`src/inc/bsps_defines.vh`:
```
// constants for the buck start-up and protection sequencer
// assumes a 10 MHz mclk; all figures are named here
`ifndef BSPS_DEFINES_VH
`define BSPS_DEFINES_VH
`define BSPS_CLK_KHZ        10000
`define BSPS_TB_DIV         10
`define BSPS_TB_W           4
`define BSPS_TICK_NS        1000
`define BSPS_CNT_W          16
`define BSPS_CFG_WAIT_US    500
`define BSPS_CFG_READ_US    100
`define BSPS_PG_DEGLITCH_US 200
`define BSPS_UV_WAIT_US     1000
`define BSPS_HICCUP_US      7000
`define BSPS_UV_EN_CYCLES   7
`define BSPS_CFG_CODES      12
`define BSPS_CFG_W          4
`define BSPS_CFG_RESET      4'h0
`define BSPS_FREQ_W         2
`define BSPS_FREQ_400       2'h0
`define BSPS_FREQ_800       2'h1
`define BSPS_FREQ_1200      2'h2
`define BSPS_ADR_W          4
`define BSPS_ADR_CTRL       4'h0
`define BSPS_ADR_STATUS     4'h4
`define BSPS_ADR_CFG        4'h8
`define BSPS_CTRL_RESET     8'h01
`endif

```
`src/rtl/bsps_timebase.v`:
```
// free-running time base: one tick per microsecond of mclk
// assumes mclk at the rate given in the defines header
`timescale 1ns/1ns
`include "bsps_defines.vh"
module bsps_timebase (
  input  wire mclk,
  input  wire reset_n,
  input  wire clk_en,
  output reg  tick
);
  reg [`BSPS_TB_W-1:0] div_reg;

  always @(posedge mclk) begin
    if (!reset_n) begin
      div_reg <= {`BSPS_TB_W{1'b0}};
      tick    <= 1'b0;
    end else if (clk_en) begin
      if (div_reg == `BSPS_TB_DIV - 1) begin
        div_reg <= {`BSPS_TB_W{1'b0}};
        tick    <= 1'b1;
      end else begin
        div_reg <= div_reg + 1'b1;
        tick    <= 1'b0;
      end
    end
  end
endmodule // bsps_timebase

```
`src/rtl/bsps_sequencer.v`:
```
// start-up, configuration latch and protection sequencer of a buck converter
// assumes comparator inputs from the analog stage are asynchronous,
// a classic wishbone master on mclk, and the converter's power cycle on reset_n
// Notes on behaviour
// - sample strap, latch one of twelve configurations
// - configuration held until input power cycle
// - decode frequency 400/800/1200k and light-load mode
// - decode lower or higher valley current limit
// - wait 500us, read 100us, then ramp
// - ramp on enable; reference tracks lower soft-start
// - pre-biased output: hold off until reference exceeds feedback
// - enable with hysteresis starts and stops switching
// - power good floats after 200us in window
// - power good low on faults and soft start
// - valley over-current keeps low side on
// - undervoltage: 1ms wait, off, 7ms hiccup, restart
// - over-current during start-up: immediate hiccup
// - out-of-bounds: force low side, no fault (low side forced only in S_RUN)
// - out-of-bounds enables negative current limit (enabled only in S_RUN)
// - bias-rail lockout disables output, non-latching
// - hot at start-up: no switching, no config load
// - thermal trip: stop, reset soft start, discharge
// - second thermal trip turns bias regulator off
// - discharge on over/undervoltage, thermal trip, hiccup, lockout, enable low (not on second trip or overload)
// - external bias selected when higher than internal
// - bias regulator overload shuts output down
// - undervoltage detect enabled 7 time-base ticks (7us) after soft start
`timescale 1ns/1ns
`include "bsps_defines.vh"
module bsps_sequencer (
  input  wire                   mclk,
  input  wire                   reset_n,
  input  wire                   clk_en,
  // wishbone slave
  input  wire                   wb_cyc_i,
  input  wire                   wb_stb_i,
  input  wire                   wb_we_i,
  input  wire [`BSPS_ADR_W-1:0] wb_adr_i,
  input  wire [31:0]            wb_dat_i,
  input  wire [3:0]             wb_sel_i,
  output reg  [31:0]            wb_dat_o,
  output reg                    wb_ack_o,
  // analog comparators and pins
  input  wire                   bias_rail_ok,
  input  wire [`BSPS_CFG_W-1:0] cfg_strap,
  input  wire                   enable_above_on,
  input  wire                   enable_above_off,
  input  wire                   ref_above_feedback,
  input  wire                   int_ss_below_ext,
  input  wire                   feedback_in_window,
  input  wire                   feedback_below_uv,
  input  wire                   feedback_above_ov,
  input  wire                   feedback_above_oob,
  input  wire                   low_side_over_limit,
  input  wire                   thermal_trip,
  input  wire                   second_thermal_trip,
  input  wire                   ext_bias_higher,
  input  wire                   bias_regulator_limit,
  // power stage controls
  output reg                    switching_en,
  output reg                    soft_start_run,
  output reg                    ref_from_internal,
  output reg                    low_side_force,
  output reg                    neg_current_limit_en,
  output reg                    discharge_on,
  output reg                    bias_regulator_on,
  output reg                    ext_bias_select,
  output reg                    forced_continuous_operation,
  output reg                    discontinuous_skip_operation,
  output reg                    higher_current_limit,
  output reg                    lower_current_limit,
  output reg  [`BSPS_FREQ_W-1:0] freq_sel,
  output wire                   power_good_flag_o,
  output wire                   power_good_flag_oe_n
);
  // states
  localparam [6:0] S_WAIT_BIAS = 7'h01;
  localparam [6:0] S_CFG_WAIT  = 7'h02;
  localparam [6:0] S_CFG_READ  = 7'h04;
  localparam [6:0] S_IDLE      = 7'h08;
  localparam [6:0] S_SOFT      = 7'h10;
  localparam [6:0] S_RUN       = 7'h20;
  localparam [6:0] S_HICCUP    = 7'h40;

  localparam [`BSPS_CNT_W-1:0] T_CFG_WAIT =
    (`BSPS_CFG_WAIT_US * 1000) / `BSPS_TICK_NS;
  localparam [`BSPS_CNT_W-1:0] T_CFG_READ =
    (`BSPS_CFG_READ_US * 1000) / `BSPS_TICK_NS;
  localparam [`BSPS_CNT_W-1:0] T_PG =
    (`BSPS_PG_DEGLITCH_US * 1000 + `BSPS_TICK_NS - 1) / `BSPS_TICK_NS;
  localparam [`BSPS_CNT_W-1:0] T_UV_WAIT =
    (`BSPS_UV_WAIT_US * 1000) / `BSPS_TICK_NS;
  localparam [`BSPS_CNT_W-1:0] T_HICCUP =
    (`BSPS_HICCUP_US * 1000) / `BSPS_TICK_NS;
  localparam [`BSPS_CNT_W-1:0] T_UV_EN = `BSPS_UV_EN_CYCLES;

  // two-flop synchronisers for all analog inputs
  localparam NS = 14;
  wire [NS-1:0] async_in = {bias_rail_ok, enable_above_on, enable_above_off,
    ref_above_feedback, int_ss_below_ext, feedback_in_window, feedback_below_uv,
    feedback_above_ov, feedback_above_oob, low_side_over_limit, thermal_trip,
    second_thermal_trip, ext_bias_higher, bias_regulator_limit};
  reg  [NS-1:0] sync1_reg;
  reg  [NS-1:0] sync2_reg;
  reg  [`BSPS_CFG_W-1:0] strap1_reg;
  reg  [`BSPS_CFG_W-1:0] strap2_reg;
  wire bias_ok   = sync2_reg[13];
  wire en_on     = sync2_reg[12];
  wire en_off    = sync2_reg[11];
  wire ref_gt_fb = sync2_reg[10];
  wire int_lower = sync2_reg[9];
  wire fb_win    = sync2_reg[8];
  wire fb_uv     = sync2_reg[7];
  wire fb_ov     = sync2_reg[6];
  wire fb_oob    = sync2_reg[5];
  wire ls_ocl    = sync2_reg[4];
  wire hot       = sync2_reg[3];
  wire hot2      = sync2_reg[2];
  wire ext_hi    = sync2_reg[1];
  wire reg_ovl   = sync2_reg[0];

  wire tick;
  bsps_timebase u_tb (
    .mclk    (mclk),
    .reset_n (reset_n),
    .clk_en  (clk_en),
    .tick    (tick)
  );

  reg [6:0]             state_reg;
  reg [`BSPS_CNT_W-1:0] cnt_reg;
  reg [`BSPS_CNT_W-1:0] pg_cnt_reg;
  reg [`BSPS_CNT_W-1:0] uv_cnt_reg;
  reg [`BSPS_CNT_W-1:0] uven_cnt_reg;
  reg [`BSPS_CFG_W-1:0] cfg_reg;
  reg                   cfg_valid_reg;
  reg                   en_reg;
  reg                   prebias_hold_reg;
  reg                   pg_good_reg;
  reg                   bias_shut_reg;
  reg [7:0]             ctrl_reg;
  reg [7:0]             events_reg;

  // config decode: 0..5 continuous, 6..11 skip; even codes lower limit
  function [4:0] cfg_decode;
    input [`BSPS_CFG_W-1:0] c;
    reg   [`BSPS_FREQ_W-1:0] f;
    begin
      f = `BSPS_FREQ_400;
      case (c)
        4'h0, 4'h1, 4'h6, 4'h7:   f = `BSPS_FREQ_400;
        4'h2, 4'h3, 4'h8, 4'h9:   f = `BSPS_FREQ_800;
        default:                  f = `BSPS_FREQ_1200;
      endcase
      cfg_decode = {(c >= 4'h6), c[0], 1'b0, f};
    end
  endfunction

  wire [4:0] dec = cfg_decode(cfg_reg);
  // enable with hysteresis
  wire en_next = en_reg ? en_off : en_on;
  wire fault_stop = !bias_ok || hot || hot2 || reg_ovl || bias_shut_reg;
  wire sw_ok = ctrl_reg[0];

  always @(posedge mclk) begin
    if (!reset_n) begin
      sync1_reg  <= {NS{1'b0}};
      sync2_reg  <= {NS{1'b0}};
      strap1_reg <= `BSPS_CFG_RESET;
      strap2_reg <= `BSPS_CFG_RESET;
    end else if (clk_en) begin
      sync1_reg  <= async_in;
      sync2_reg  <= sync1_reg;
      strap1_reg <= cfg_strap;
      strap2_reg <= strap1_reg;
    end
  end

  always @(posedge mclk) begin
    if (!reset_n) begin
      state_reg        <= S_WAIT_BIAS;
      cnt_reg          <= {`BSPS_CNT_W{1'b0}};
      uv_cnt_reg       <= {`BSPS_CNT_W{1'b0}};
      uven_cnt_reg     <= {`BSPS_CNT_W{1'b0}};
      cfg_reg          <= `BSPS_CFG_RESET;
      cfg_valid_reg    <= 1'b0;
      en_reg           <= 1'b0;
      prebias_hold_reg <= 1'b0;
      bias_shut_reg    <= 1'b0;
      events_reg       <= 8'h00;
    end else if (clk_en) begin
      en_reg <= en_next;
      if (hot2 || reg_ovl)
        bias_shut_reg <= 1'b1;
      // software clear of sticky events; a set further down in the same cycle wins
      if (wb_cyc_i && wb_stb_i && wb_we_i && !wb_ack_o && wb_sel_i[0]
          && wb_adr_i == `BSPS_ADR_STATUS)
        events_reg <= events_reg & ~wb_dat_i[7:0];
      if (fb_oob)
        events_reg[0] <= 1'b1;
      case (state_reg)
        S_WAIT_BIAS: begin
          cnt_reg <= {`BSPS_CNT_W{1'b0}};
          if (bias_ok && !hot && !bias_shut_reg) begin
            if (cfg_valid_reg)
              state_reg <= S_IDLE;
            else
              state_reg <= S_CFG_WAIT;
          end
        end
        S_CFG_WAIT: begin
          if (!bias_ok || hot) begin
            state_reg <= S_WAIT_BIAS;
          end else if (tick) begin
            if (cnt_reg >= T_CFG_WAIT - 1) begin
              cnt_reg   <= {`BSPS_CNT_W{1'b0}};
              state_reg <= S_CFG_READ;
            end else begin
              cnt_reg <= cnt_reg + 1'b1;
            end
          end
        end
        S_CFG_READ: begin
          if (!bias_ok || hot) begin
            state_reg <= S_WAIT_BIAS;
          end else if (tick) begin
            if (cnt_reg >= T_CFG_READ - 1) begin
              if (strap2_reg < `BSPS_CFG_CODES)
                cfg_reg <= strap2_reg;
              else
                cfg_reg <= `BSPS_CFG_RESET;
              cfg_valid_reg <= 1'b1;
              cnt_reg       <= {`BSPS_CNT_W{1'b0}};
              state_reg     <= S_IDLE;
            end else begin
              cnt_reg <= cnt_reg + 1'b1;
            end
          end
        end
        S_IDLE: begin
          uven_cnt_reg <= {`BSPS_CNT_W{1'b0}};
          uv_cnt_reg   <= {`BSPS_CNT_W{1'b0}};
          if (fault_stop)
            state_reg <= S_WAIT_BIAS;
          else if (en_next && sw_ok) begin
            prebias_hold_reg <= 1'b1;
            state_reg        <= S_SOFT;
          end
        end
        S_SOFT: begin
          if (ref_gt_fb)
            prebias_hold_reg <= 1'b0;
          if (fault_stop || !en_next) begin
            state_reg <= fault_stop ? S_WAIT_BIAS : S_IDLE;
          end else if (ls_ocl) begin
            events_reg[1] <= 1'b1;
            cnt_reg       <= {`BSPS_CNT_W{1'b0}};
            state_reg     <= S_HICCUP;
          end else if (!prebias_hold_reg && fb_win) begin
            state_reg <= S_RUN;
          end
        end
        S_RUN: begin
          if (tick && uven_cnt_reg < T_UV_EN)
            uven_cnt_reg <= uven_cnt_reg + 1'b1;
          if (fault_stop || !en_next) begin
            state_reg <= fault_stop ? S_WAIT_BIAS : S_IDLE;
          end else if (fb_uv && uven_cnt_reg >= T_UV_EN) begin
            if (tick) begin
              if (uv_cnt_reg >= T_UV_WAIT - 1) begin
                events_reg[2] <= 1'b1;
                cnt_reg       <= {`BSPS_CNT_W{1'b0}};
                state_reg     <= S_HICCUP;
              end else begin
                uv_cnt_reg <= uv_cnt_reg + 1'b1;
              end
            end
          end else begin
            uv_cnt_reg <= {`BSPS_CNT_W{1'b0}};
          end
        end
        S_HICCUP: begin
          if (fault_stop) begin
            state_reg <= S_WAIT_BIAS;
          end else if (tick) begin
            if (cnt_reg >= T_HICCUP - 1) begin
              cnt_reg   <= {`BSPS_CNT_W{1'b0}};
              state_reg <= S_IDLE;
            end else begin
              cnt_reg <= cnt_reg + 1'b1;
            end
          end
        end
        default: state_reg <= S_WAIT_BIAS;
      endcase
    end
  end

  // power good deglitch
  always @(posedge mclk) begin
    if (!reset_n) begin
      pg_cnt_reg  <= {`BSPS_CNT_W{1'b0}};
      pg_good_reg <= 1'b0;
    end else if (clk_en) begin
      if (state_reg != S_RUN || !fb_win || fb_uv || fb_ov || hot) begin
        pg_cnt_reg  <= {`BSPS_CNT_W{1'b0}};
        pg_good_reg <= 1'b0;
      end else if (tick && !pg_good_reg) begin
        if (pg_cnt_reg >= T_PG - 1)
          pg_good_reg <= 1'b1;
        else
          pg_cnt_reg <= pg_cnt_reg + 1'b1;
      end
    end
  end
  assign power_good_flag_o    = 1'b0;
  assign power_good_flag_oe_n = pg_good_reg; // low = pulling the pin low

  // power stage outputs
  always @(posedge mclk) begin
    if (!reset_n) begin
      switching_en                 <= 1'b0;
      soft_start_run               <= 1'b0;
      ref_from_internal            <= 1'b0;
      low_side_force               <= 1'b0;
      neg_current_limit_en         <= 1'b0;
      discharge_on                 <= 1'b1;
      bias_regulator_on            <= 1'b1;
      ext_bias_select              <= 1'b0;
      forced_continuous_operation  <= 1'b0;
      discontinuous_skip_operation <= 1'b0;
      higher_current_limit         <= 1'b0;
      lower_current_limit          <= 1'b0;
      freq_sel                     <= `BSPS_FREQ_400;
    end else if (clk_en) begin
      switching_en <= (state_reg == S_RUN ||
                      (state_reg == S_SOFT && !prebias_hold_reg)) && !fault_stop;
      soft_start_run    <= (state_reg == S_SOFT || state_reg == S_RUN);
      ref_from_internal <= int_lower;
      low_side_force    <= (state_reg == S_RUN && fb_oob) || ls_ocl;
      neg_current_limit_en <= state_reg == S_RUN && fb_oob;
      discharge_on <= fb_ov || (fb_uv && state_reg == S_RUN) || hot || !bias_ok
                      || !en_next || state_reg == S_HICCUP;
      bias_regulator_on <= !bias_shut_reg && !hot2 && !reg_ovl;
      ext_bias_select   <= ext_hi;
      forced_continuous_operation  <= cfg_valid_reg && !dec[4];
      discontinuous_skip_operation <= cfg_valid_reg && dec[4];
      higher_current_limit <= cfg_valid_reg && dec[3];
      lower_current_limit  <= cfg_valid_reg && !dec[3];
      freq_sel <= dec[1:0];
    end
  end

  // wishbone slave, ack one cycle after request
  always @(posedge mclk) begin
    if (!reset_n) begin
      wb_ack_o <= 1'b0;
      wb_dat_o <= 32'h0000_0000;
      ctrl_reg <= `BSPS_CTRL_RESET;
    end else if (clk_en) begin
      wb_ack_o <= wb_cyc_i && wb_stb_i && !wb_ack_o;
      if (wb_cyc_i && wb_stb_i && !wb_ack_o) begin
        if (wb_we_i && wb_sel_i[0] && wb_adr_i == `BSPS_ADR_CTRL)
          ctrl_reg <= wb_dat_i[7:0];
        case (wb_adr_i)
          `BSPS_ADR_CTRL:   wb_dat_o <= {24'h00_0000, ctrl_reg};
          `BSPS_ADR_STATUS: wb_dat_o <= {16'h0000, 1'b0, state_reg, events_reg};
          `BSPS_ADR_CFG:    wb_dat_o <= {23'h00_0000, cfg_valid_reg, 3'h0, dec};
          default:          wb_dat_o <= 32'h0000_0000;
        endcase
      end
    end
  end
endmodule // bsps_sequencer

```
`config.mk`:
```
export PLATFORM = sky130hd
export DESIGN_NAME = bsps_sequencer
export DESIGN_NICKNAME = d
export VERILOG_FILES = /design/src/rtl/bsps_timebase.v /design/src/rtl/bsps_sequencer.v
export VERILOG_INCLUDE_DIRS = /design/src /design/src/inc
export SDC_FILE = /design/constraint.sdc
export NUM_CORES = 1
export LEC_CHECK = 0
export ABC_AREA = 0
export BUFFER_PORTS_ARGS = -buffer_cell sky130_fd_sc_hd__buf_2
export CORE_ASPECT_RATIO = 1.75
export CORE_MARGIN = 2
export CORE_UTILIZATION = 30
export DETAILED_ROUTE_END_ITERATION = 7
export HOLD_SLACK_MARGIN = 0.12
export SLEW_MARGIN = 20
export SYNTH_ARGS = -nofsm -noshare
export SYNTH_HDL_FRONTEND = slang
export SYNTH_SLANG_ARGS = --single-unit
```
`constraint.sdc`:
```
create_clock -name mclk -period 2.4 [get_ports mclk]
set_clock_uncertainty 0.15 [all_clocks]
set_input_delay 0.48 -clock mclk [delete_from_list [all_inputs] [get_ports mclk]]
set_output_delay 0.48 -clock mclk [all_outputs]
set_load 0.1 [all_outputs]
```
==> impl_metrics.csv, run 1 <==
group,metric,value,unit
floorplanning,dieHeight,216,um
grt,antenna_found_initial,0,
timing,fmax,429,MHz
drt,drc_errors,0,
drt,drtPass1Iterations,4,
floorplanning,initial_utilization,30.5,%
worst_setup_path,path_cells,"nor4_1 -> nand4_1 -> o31a_1 -> nor4b_2 -> nand4_1 -> xnor2_1 -> and2_1",
drt,drt_iter0_drc,271,
hold_path,hp-class,"in2reg",
drt,via_count,6437,
placement,dp_hpwl,14.4,mm
flow_run,max-cap-violations,0,
final_layout,diodes,0,
yosys,ys_warn_count,0,
yosys,ys_types,82,
clock_tree,cts_sinks,169,
drt,wl_met2,10.8,mm
timing,slew_violations,0,
final_layout,fill_cells,2575,
floorplanning,io_pins,113,
worst_setup_path,path_buf_inv,0,
floorplanning,die_w,125,um
grt,grt_max_degree,71,
yosys,yosysMostFrequentCell,"dfxtp_1",
timing,setup-violations-final,0,
worst_setup_path,worstPathMaxFanout,3,
worst_setup_path,crit_top_cell,"nand4_1",
clock_tree,ctsHtreeMaxLevel,4,
final_layout,design_area,9660,um^2
timing,tightest_slew,1010,ps
placement,gp_congestion,0.873,
power,total_leakage_power,0.00376,uW
drt,wl_per_cell,15.0,um
timing,slew_headroom,32.5,%
grt,grt_pass1_vias,6391,
yosys,synth_seq_cells,169,
yosys,synth.avg_cell_area,9.07,um^2
placement,dpl-instance-area,8780,um^2
power,power.density,731,nW/um^2
placement,io_buffers,67,
floorplanning,core_region_area,25200,um^2
power,finalPower,7060,uW
grt,grt_pass1_wl,31.9,mm
outcome,status,"completed",
worst_setup_path,cp.required,2590,ps
power,vdd_ir_drop_max,0.463,mV
drt,ant_nets,0,
worst_setup_path,cp.arrival,2530,ps
drt,wl_met3,521,um
final_layout,nets,1049,
timing,period_share,97.2,%
worst_setup_path,cpPeakStageDelay,450,ps
drt,routed_wl,19.7,mm
drt,routed_via_density,4.91,
timing,final-hold-violation-count,0,
yosys,synth_edf_count,0,
yosys,yosysTopAreaCellShare,43.9,%
clock_tree,path_clk_slew,70,ps
worst_setup_path,crit_family,"simple AND/OR/NAND/NOR gates",
floorplanning,die-area,27000,um^2
worst_setup_path,end_kind,"flop",
yosys,synth-async-reset-ratio,0,%
yosys,synthFlopType,"dfxtp_1",
final_layout,layout-drive-gt1-share,24.7,%
clock_tree,cts_inserted_buffers,17,
timing,worst_slack,66.6,ps
worst_setup_path,path_class,"reg2reg",
grt,gr-total-overflow,0,
final_layout,area_delta_synth_final,25.5,%
placement,placement.setup.worst_slack,-48.9,ps
clock_tree,cts.path.max_buffers,2,
grt,grt_use_total,14.7,%
yosys,yosys-top-cells-area,"dfxtp_1, mux2i_1, nor2b_1",
yosys,synth_cells,849,
clock_tree,cts_tree,"yes",
floorplanning,num_rows,77,
yosys,syn_area,7700,um^2
yosys,synthTopCellsByCount,"dfxtp_1, nand2_1, nor2b_1, nor2_1, mux2i_1",
clock_tree,clock_latency,450,ps
worst_setup_path,cp_slowest_cell,"nor4_1",
timing,period_minus_slack,2330,ps
drt,wl_met1,7.63,mm
timing,hold_slack,141,ps
worst_setup_path,cp-start-kind,"flop",
yosys,yosysSeqAreaShare,43.9,%
timing,rsz0062_at_grt,"yes",
drt,routed.top_layer,"met4",
yosys,yosysTopAreaCell,"dfxtp_1",
clock_tree,root_buffer,"clkbuf_16",
tightest hold or removal path: stages:
cell	delay, ps
buf_2	70
mux2i_1	50
nor2b_1	90
kinds of logic (layout without fill, tap and decap cells):
group,count (synthesis),after routing,share of synthesized area [%]
adders and majority gates,4,4,0.650
AOI/OAI and AO/OA,146,146,12.9
xor gates and xnor gates,27,27,3.07
buffers and inverters,75,203,5.18
other,1,18,0.0487
DFF,169,169,43.9
and+or+nand+nor,370,370,26.8
muxes,57,57,7.46
cell usage in the layout, fill, tap and decap left out, drive strengths merged, types with 19 or more instances in the layout:
cell	count
a21boi	20
a21oi	27
and2	26
buf	154
dfxtp	169
inv	19
mux2i	54
nand2	71
nand3	26
nor2	71
nor2b	70
nor3	24
o21ai	35
per-stage QoR:
step,instances,setup TNS (ps),util (%)
after floorplan,866,0,-
final,1310,0,38.3
after CTS,1303,0,37.3
after global routing,1310,-291,38.3
after global placement,1266,-60.0,34.8
after detailed placement,1266,-154,34.8
layer usage:
metal,vias to the layer above,GRT usage [%]
met2,116,28.1
li1,3220,-
met4,0,7.63
met1,3062,14.6
met3,39,3.00
met5,-,0
what timing repair did:
| action | 4_1_cts | 5_1_grt |
|---|---|---|
| hold buffers | 5 | 0 |
| pin swaps | 1 | 21 |
| gates resized for setup | 5 | 45 |
| hold endpoints to repair | 5 | 0 |
| setup buffers | 0 | 7 |
| endpoints found under the setup margin | 11 | 47 |
report_power, final:
part | internal [uW] | switching [uW]
clock network | 1480 | 1220
registers | 2880 | 116
logic | 601 | 759
total | 4960 | 2090
final cells by class:
cell class              count  area, um^2  area share, %
clock inverters            14         138           1.42
clock buffers              18         439           4.55
repair buffers            159        1090           11.3
multi-input cells         622        4160           43.0
inverters                  12        45.0          0.466
flip-flops and latches    169        3400           35.2
well taps                 316         395           4.09
path summary, 6_finish.rpt:
check	end	from	depth (start not counted)	slack [ps]
min	strap1_reg[1]	cfg_strap[1]	3	140
max	uven_cnt_reg[12]	uven_cnt_reg[5]	7	70
min reg2reg	events_reg[4]	events_reg[4]	2	290
max reg2reg	uven_cnt_reg[12]	uven_cnt_reg[5]	7	70
Note: power is estimated with default switching activity, not from simulation.
==> run 2: changes to the inputs <==
--- a/config.mk
+++ b/config.mk
@@ -10,7 +10,7 @@
 export BUFFER_PORTS_ARGS = -buffer_cell sky130_fd_sc_hd__buf_2
 export CORE_ASPECT_RATIO = 1.75
 export CORE_MARGIN = 2
-export CORE_UTILIZATION = 30
+export CORE_UTILIZATION = 35
 export DETAILED_ROUTE_END_ITERATION = 7
 export HOLD_SLACK_MARGIN = 0.12
 export SLEW_MARGIN = 20
==> impl_metrics.csv, run 2 (synthesis gave the netlist of run 1 again) <==
group,metric,value,unit
outcome,status,"completed",
drt,drt_iter0_drc,208,
clock_tree,path_clk_slew,70,ps
final_layout,area_delta_synth_final,23.6,%
worst_setup_path,cp_slowest_cell,"dfxtp_1",
timing,slew_headroom,56.3,%
timing,fmax,434,MHz
timing,tightest_slew,655,ps
floorplanning,die-area,23200,um^2
final_layout,fin_util,44.1,%
floorplanning,core_region_area,21600,um^2
final_layout,layout-drive-gt1-share,23.7,%
drt,routed_wl,19.2,mm
clock_tree,ctsHtreeMaxLevel,4,
placement,dp_hpwl,14.3,mm
timing,hold_slack,152,ps
power,p_comb_share,17.9,%
power,power_frac_clock,39.1,%
power,p_seq_share,42.9,%
grt,grt_use_total,17.2,%
timing,rsz0062_at_grt,"yes",
clock_tree,cts_inserted_buffers,17,
worst_setup_path,path_class,"reg2reg",
worst_setup_path,worstPathMaxFanout,5,
clock_tree,cts_sinks,169,
final_layout,final_cells,1278,
floorplanning,die_w,116,um
power,total_leakage_power,0.00373,uW
placement,dpl-instance-area,8700,um^2
grt,antenna_found_initial,0,
timing,final-hold-violation-count,0,
grt,grt_pass1_wl,31.6,mm
power,power.density,737,nW/um^2
timing,slew_violations,0,
timing,period_share,96.0,%
placement,placedCellCount,1237,
floorplanning,num_rows,71,
clock_tree,cts_tree,"yes",
worst_setup_path,cp-start-kind,"flop",
drt,wl_met3,471,um
final_layout,fill_cells,2148,
drt,drtPass1Iterations,4,
drt,via_count,6418,
power,intPower,4980,uW
final_layout,nets,1041,
worst_setup_path,crit_family,"simple AND/OR/NAND/NOR gates",
worst_setup_path,cp.required,2610,ps
grt,gr-total-overflow,0,
drt,routed_via_density,5.02,
drt,wl_met2,10.6,mm
placement,io_buffers,67,
power,vdd_ir_drop_max,0.458,mV
drt,wl_met1,7.35,mm
placement,gp_congestion,0.898,
power,switching_power,2040,uW
worst_setup_path,cp.arrival,2520,ps
grt,grt_pass1_vias,6423,
placement,placement.setup.worst_slack,-61.6,ps
floorplanning,io_pins,113,
floorplanning,dieHeight,200,um
clock_tree,cts.path.max_buffers,2,
flow_run,max-cap-violations,0,
power,p_sw_share,29.1,%
drt,wl_per_cell,15.0,um
drt,routed.top_layer,"met4",
clock_tree,clock_latency,430,ps
worst_setup_path,cpPeakStageDelay,360,ps
worst_setup_path,path_cells,"ha_1 -> a211oi_2 -> nor3_2 -> nor2_1 -> o31a_1 -> or2_4 -> or3_1 -> a21oi_1",
timing,period_minus_slack,2300,ps
final_layout,design_area,9520,um^2
final_layout,mostFrequentLayoutCell,"dfxtp_1",
hold_path,hp-class,"in2reg",
worst_setup_path,path_buf_inv,0,
final_layout,diodes,0,
timing,setup-violations-final,0,
floorplanning,initial_utilization,35.7,%
drt,drc_errors,0,
final_layout,most-common-layout-cells,"dfxtp_1, buf_4, nand2_1, nor2b_1, nor2_1",
worst_setup_path,end_kind,"flop",
clock_tree,root_buffer,"clkbuf_16",
drt,ant_nets,0,
grt,grt_max_degree,48,
timing,worst_slack,96.1,ps
-- run 2: changes by cell type in the layout (fill, tap and decap cells not counted), sizes merged --
cell / change
clkbuf: -1
bufinv: +1
buf: -8
inv: -1
clkinv: +1
-- run 2: area by class of cell --
type | instances | area, um^2 | share of cell area [%]
flip-flops and latches | 169 | 3390 | 35.6
multi-input cells | 622 | 4120 | 43.3
well taps | 292 | 365 | 3.84
repair buffers | 151 | 1010 | 10.6
clock buffers | 17 | 425 | 4.47
inverters | 12 | 45.0 | 0.473
clock inverters | 15 | 164 | 1.72
-- run 2: per-stage QoR --
stage	power, uW	setup TNS [ps]
CTS	6990	0
global route	7310	-85.4
floorplan	3960	0
finish	7020	0
detailed placement	4230	-268
global placement	4220	-126
-- run 2: power groups by stage --
stage | registers, uW | logic (uW) | clock network (uW)
detailed placement | 3070 | 1160 | 0
finish | 3010 | 1260 | 2750
floorplan | 3030 | 935 | 0
global route | 3030 | 1350 | 2930
CTS | 3010 | 1170 | 2820
global placement | 3070 | 1150 | 0
-- run 2: path summary, 6_finish.rpt --
kind                 startpoint            end  slack [ps]  cells past startpoint
setup / recovery  uv_cnt_reg[1]     cnt_reg[3]         100                      8
hold / removal     cfg_strap[0]  strap1_reg[0]         150                      3
setup reg to reg  uv_cnt_reg[1]     cnt_reg[3]         100                      8
hold reg to reg   events_reg[4]  events_reg[4]         280                      2
-- run 2: worst min-delay path, stage by stage --
cell	delay [ps]
buf_2	70
mux2i_1	50
nor2b_1	90
-- run 2: timing repair --
item | in CTS | in global routing
pin swaps | 1 | 7
hold buffers | 5 | 0
gates resized for setup | 4 | 32
hold endpoints to repair | 5 | 0
buffers inserted | 0 | 4
endpoints found under the setup margin | 10 | 48
-- run 2: routing by layer --
metal  GRT usage (%)  vias up
li1                -     3217
met1            17.7     3033
met2            32.1      122
met3            2.84       46
met4            8.76        0
met5               0        -
==> run 3: changes to the inputs <==
--- a/config.mk
+++ b/config.mk
@@ -10,9 +10,10 @@
 export BUFFER_PORTS_ARGS = -buffer_cell sky130_fd_sc_hd__buf_2
 export CORE_ASPECT_RATIO = 1.75
 export CORE_MARGIN = 2
-export CORE_UTILIZATION = 35
+export CORE_UTILIZATION = 52
 export DETAILED_ROUTE_END_ITERATION = 7
 export HOLD_SLACK_MARGIN = 0.12
+export PLACE_DENSITY = 0.77
 export SLEW_MARGIN = 20
 export SYNTH_ARGS = -nofsm -noshare
 export SYNTH_HDL_FRONTEND = slang
==> impl_metrics.csv, run 3 (synthesis gave the netlist of run 1 again) <==
group,metric,value,unit
timing,rsz0062_at_grt,"yes",
outcome,status,"completed",
floorplanning,core_region_area,14400,um^2
grt,grt_use_total,23.5,%
floorplanning,num_rows,58,
placement,io_buffers,67,
placement,dp_hpwl,12.5,mm
clock_tree,cts_inserted_buffers,17,
worst_setup_path,r2r_cells,8,
final_layout,final_cells,1155,
final_layout,fill_cells,1158,
worst_setup_path,path_class,"reg2reg",
worst_setup_path,cp.required,2610,ps
clock_tree,path_clk_slew,70,ps
final_layout,diodes,0,
clock_tree,ctsHtreeMaxLevel,4,
timing,tightest_slew,991,ps
floorplanning,dieHeight,165,um
grt,gr-total-overflow,0,
final_layout,nets,1031,
worst_setup_path,reg2reg_from,"state_reg[3]",
hold_path,hp-class,"in2reg",
final_layout,most-common-layout-cells,"dfxtp_1, nand2_1, nor2b_1, nor2_1, buf_4",
timing,slew_violations,0,
worst_setup_path,cp.arrival,2510,ps
flow_run,max-cap-violations,0,
timing,final-hold-violation-count,0,
placement,placedCellCount,1117,
drt,drtPass1Iterations,5,
clock_tree,clock_latency,430,ps
drt,routed_via_density,5.54,
placement,dpl-instance-area,8500,um^2
drt,routed_wl,18.0,mm
timing,hold_slack,145,ps
timing,fmax,434,MHz
final_layout,ff_latch_area,3390,um^2
final_layout,multiInputGateArea,4120,um^2
worst_setup_path,rr_endpoint,"state_reg[2]",
grt,grt_max_degree,116,
clock_tree,root_buffer,"clkbuf_16",
final_layout,layout-drive-gt1-share,22.5,%
worst_setup_path,cp-start-kind,"flop",
floorplanning,initial_utilization,53.3,%
worst_setup_path,worstPathMaxFanout,9,
timing,setup_tns,0,ps
final_layout,mostFrequentLayoutCell,"dfxtp_1",
floorplanning,die_w,96.0,um
clock_tree,cts.path.max_buffers,2,
worst_setup_path,r2r_slack,100,ps
power,power.density,760,nW/um^2
final_layout,area_delta_synth_final,20.9,%
drt,ant_nets,0,
drt,drc_errors,0,
grt,grt_pass1_wl,29.3,mm
worst_setup_path,end_kind,"flop",
drt,via_count,6401,
timing,slew_headroom,33.5,%
timing,period_minus_slack,2300,ps
drt,wl_per_cell,15.6,um
final_layout,design_area,9310,um^2
grt,grt_pass1_vias,6187,
hold_path,worstHoldStart,"bias_regulator_limit",
timing,setup-violations-final,0,
hold_path,hold_depth,3,
placement,gp_congestion,0.941,
floorplanning,io_pins,113,
power,total_leakage_power,0.00368,uW
drt,drt_iter0_drc,396,
clock_tree,cts_tree,"yes",
timing,period_share,96.0,%
power,vdd_ir_drop_max,0.513,mV
clock_tree,cts_sinks,169,
grt,antenna_found_initial,0,
hold_path,hold_end,"sync1_reg[0]",
floorplanning,die-area,15800,um^2
[run 3: worst max-delay path by stage]
stage               depth (start not counted)               end  slack (ps)          start
global route                                8      state_reg[1]        -110   state_reg[3]
global placement                            5  uven_cnt_reg[12]        -110   state_reg[2]
detailed placement                          9    pg_cnt_reg[11]         -30  pg_cnt_reg[0]
floorplan                                   9     pg_cnt_reg[5]         100  pg_cnt_reg[0]
CTS                                         8            dec[1]         0.8   state_reg[1]
finish                                      8      state_reg[2]         100   state_reg[3]
[run 3: timing repair]
| item | CTS | global route |
|---|---|---|
| hold endpoints to repair | 5 | 0 |
| hold buffers | 5 | 0 |
| pin swaps | 1 | 6 |
| setup endpoints to repair | 12 | 46 |
| setup buffers | 0 | 2 |
| gates resized for setup | 5 | 27 |
[run 3: report_power, final]
part           switching [uW]  internal [uW]  leakage [uW]  total (uW)
combinational             699            561       0.00202        1260
clock                    1200           1590      0.000297        2790
sequential                137           2890       0.00137        3030
[run 3: stage by stage]
stage / worst slack, ps / utilization, % / total power, uW
global placement: -111 / 58.9 / 4220
finish: 95.1 / 64.5 / 7080
global route: -106 / 64.5 / 7330
CTS: 0.789 / 63.4 / 7000
floorplan: 98.6 / - / 3960
detailed placement: -27.7 / 58.9 / 4230
[run 3: final cells by class]
class | count | area share [%]
well taps | 180 | 2.42
clock buffers | 18 | 4.72
multi-input cells | 622 | 44.3
repair buffers | 141 | 10.0
clock inverters | 13 | 1.72
flip-flops and latches | 169 | 36.4
inverters | 12 | 0.484
[run 3: layer usage]
metal,GRT usage (%),vias up,routed length [um]
met4,12.7,0,860
met5,0,-,0
met2,41.4,158,9560
li1,-,3190,-
met1,25.7,2990,6940
met3,4.56,63,608
[run 3: worst max-delay path, stage by stage (launching register included)]
cell and delay [ps]:
dfxtp_1 610, nor4_4 80, and4_1 220, a21o_1 170, a211oi_1 340, and4_4 350
buf_4 130, nand4_1 100, o21ai_1 100
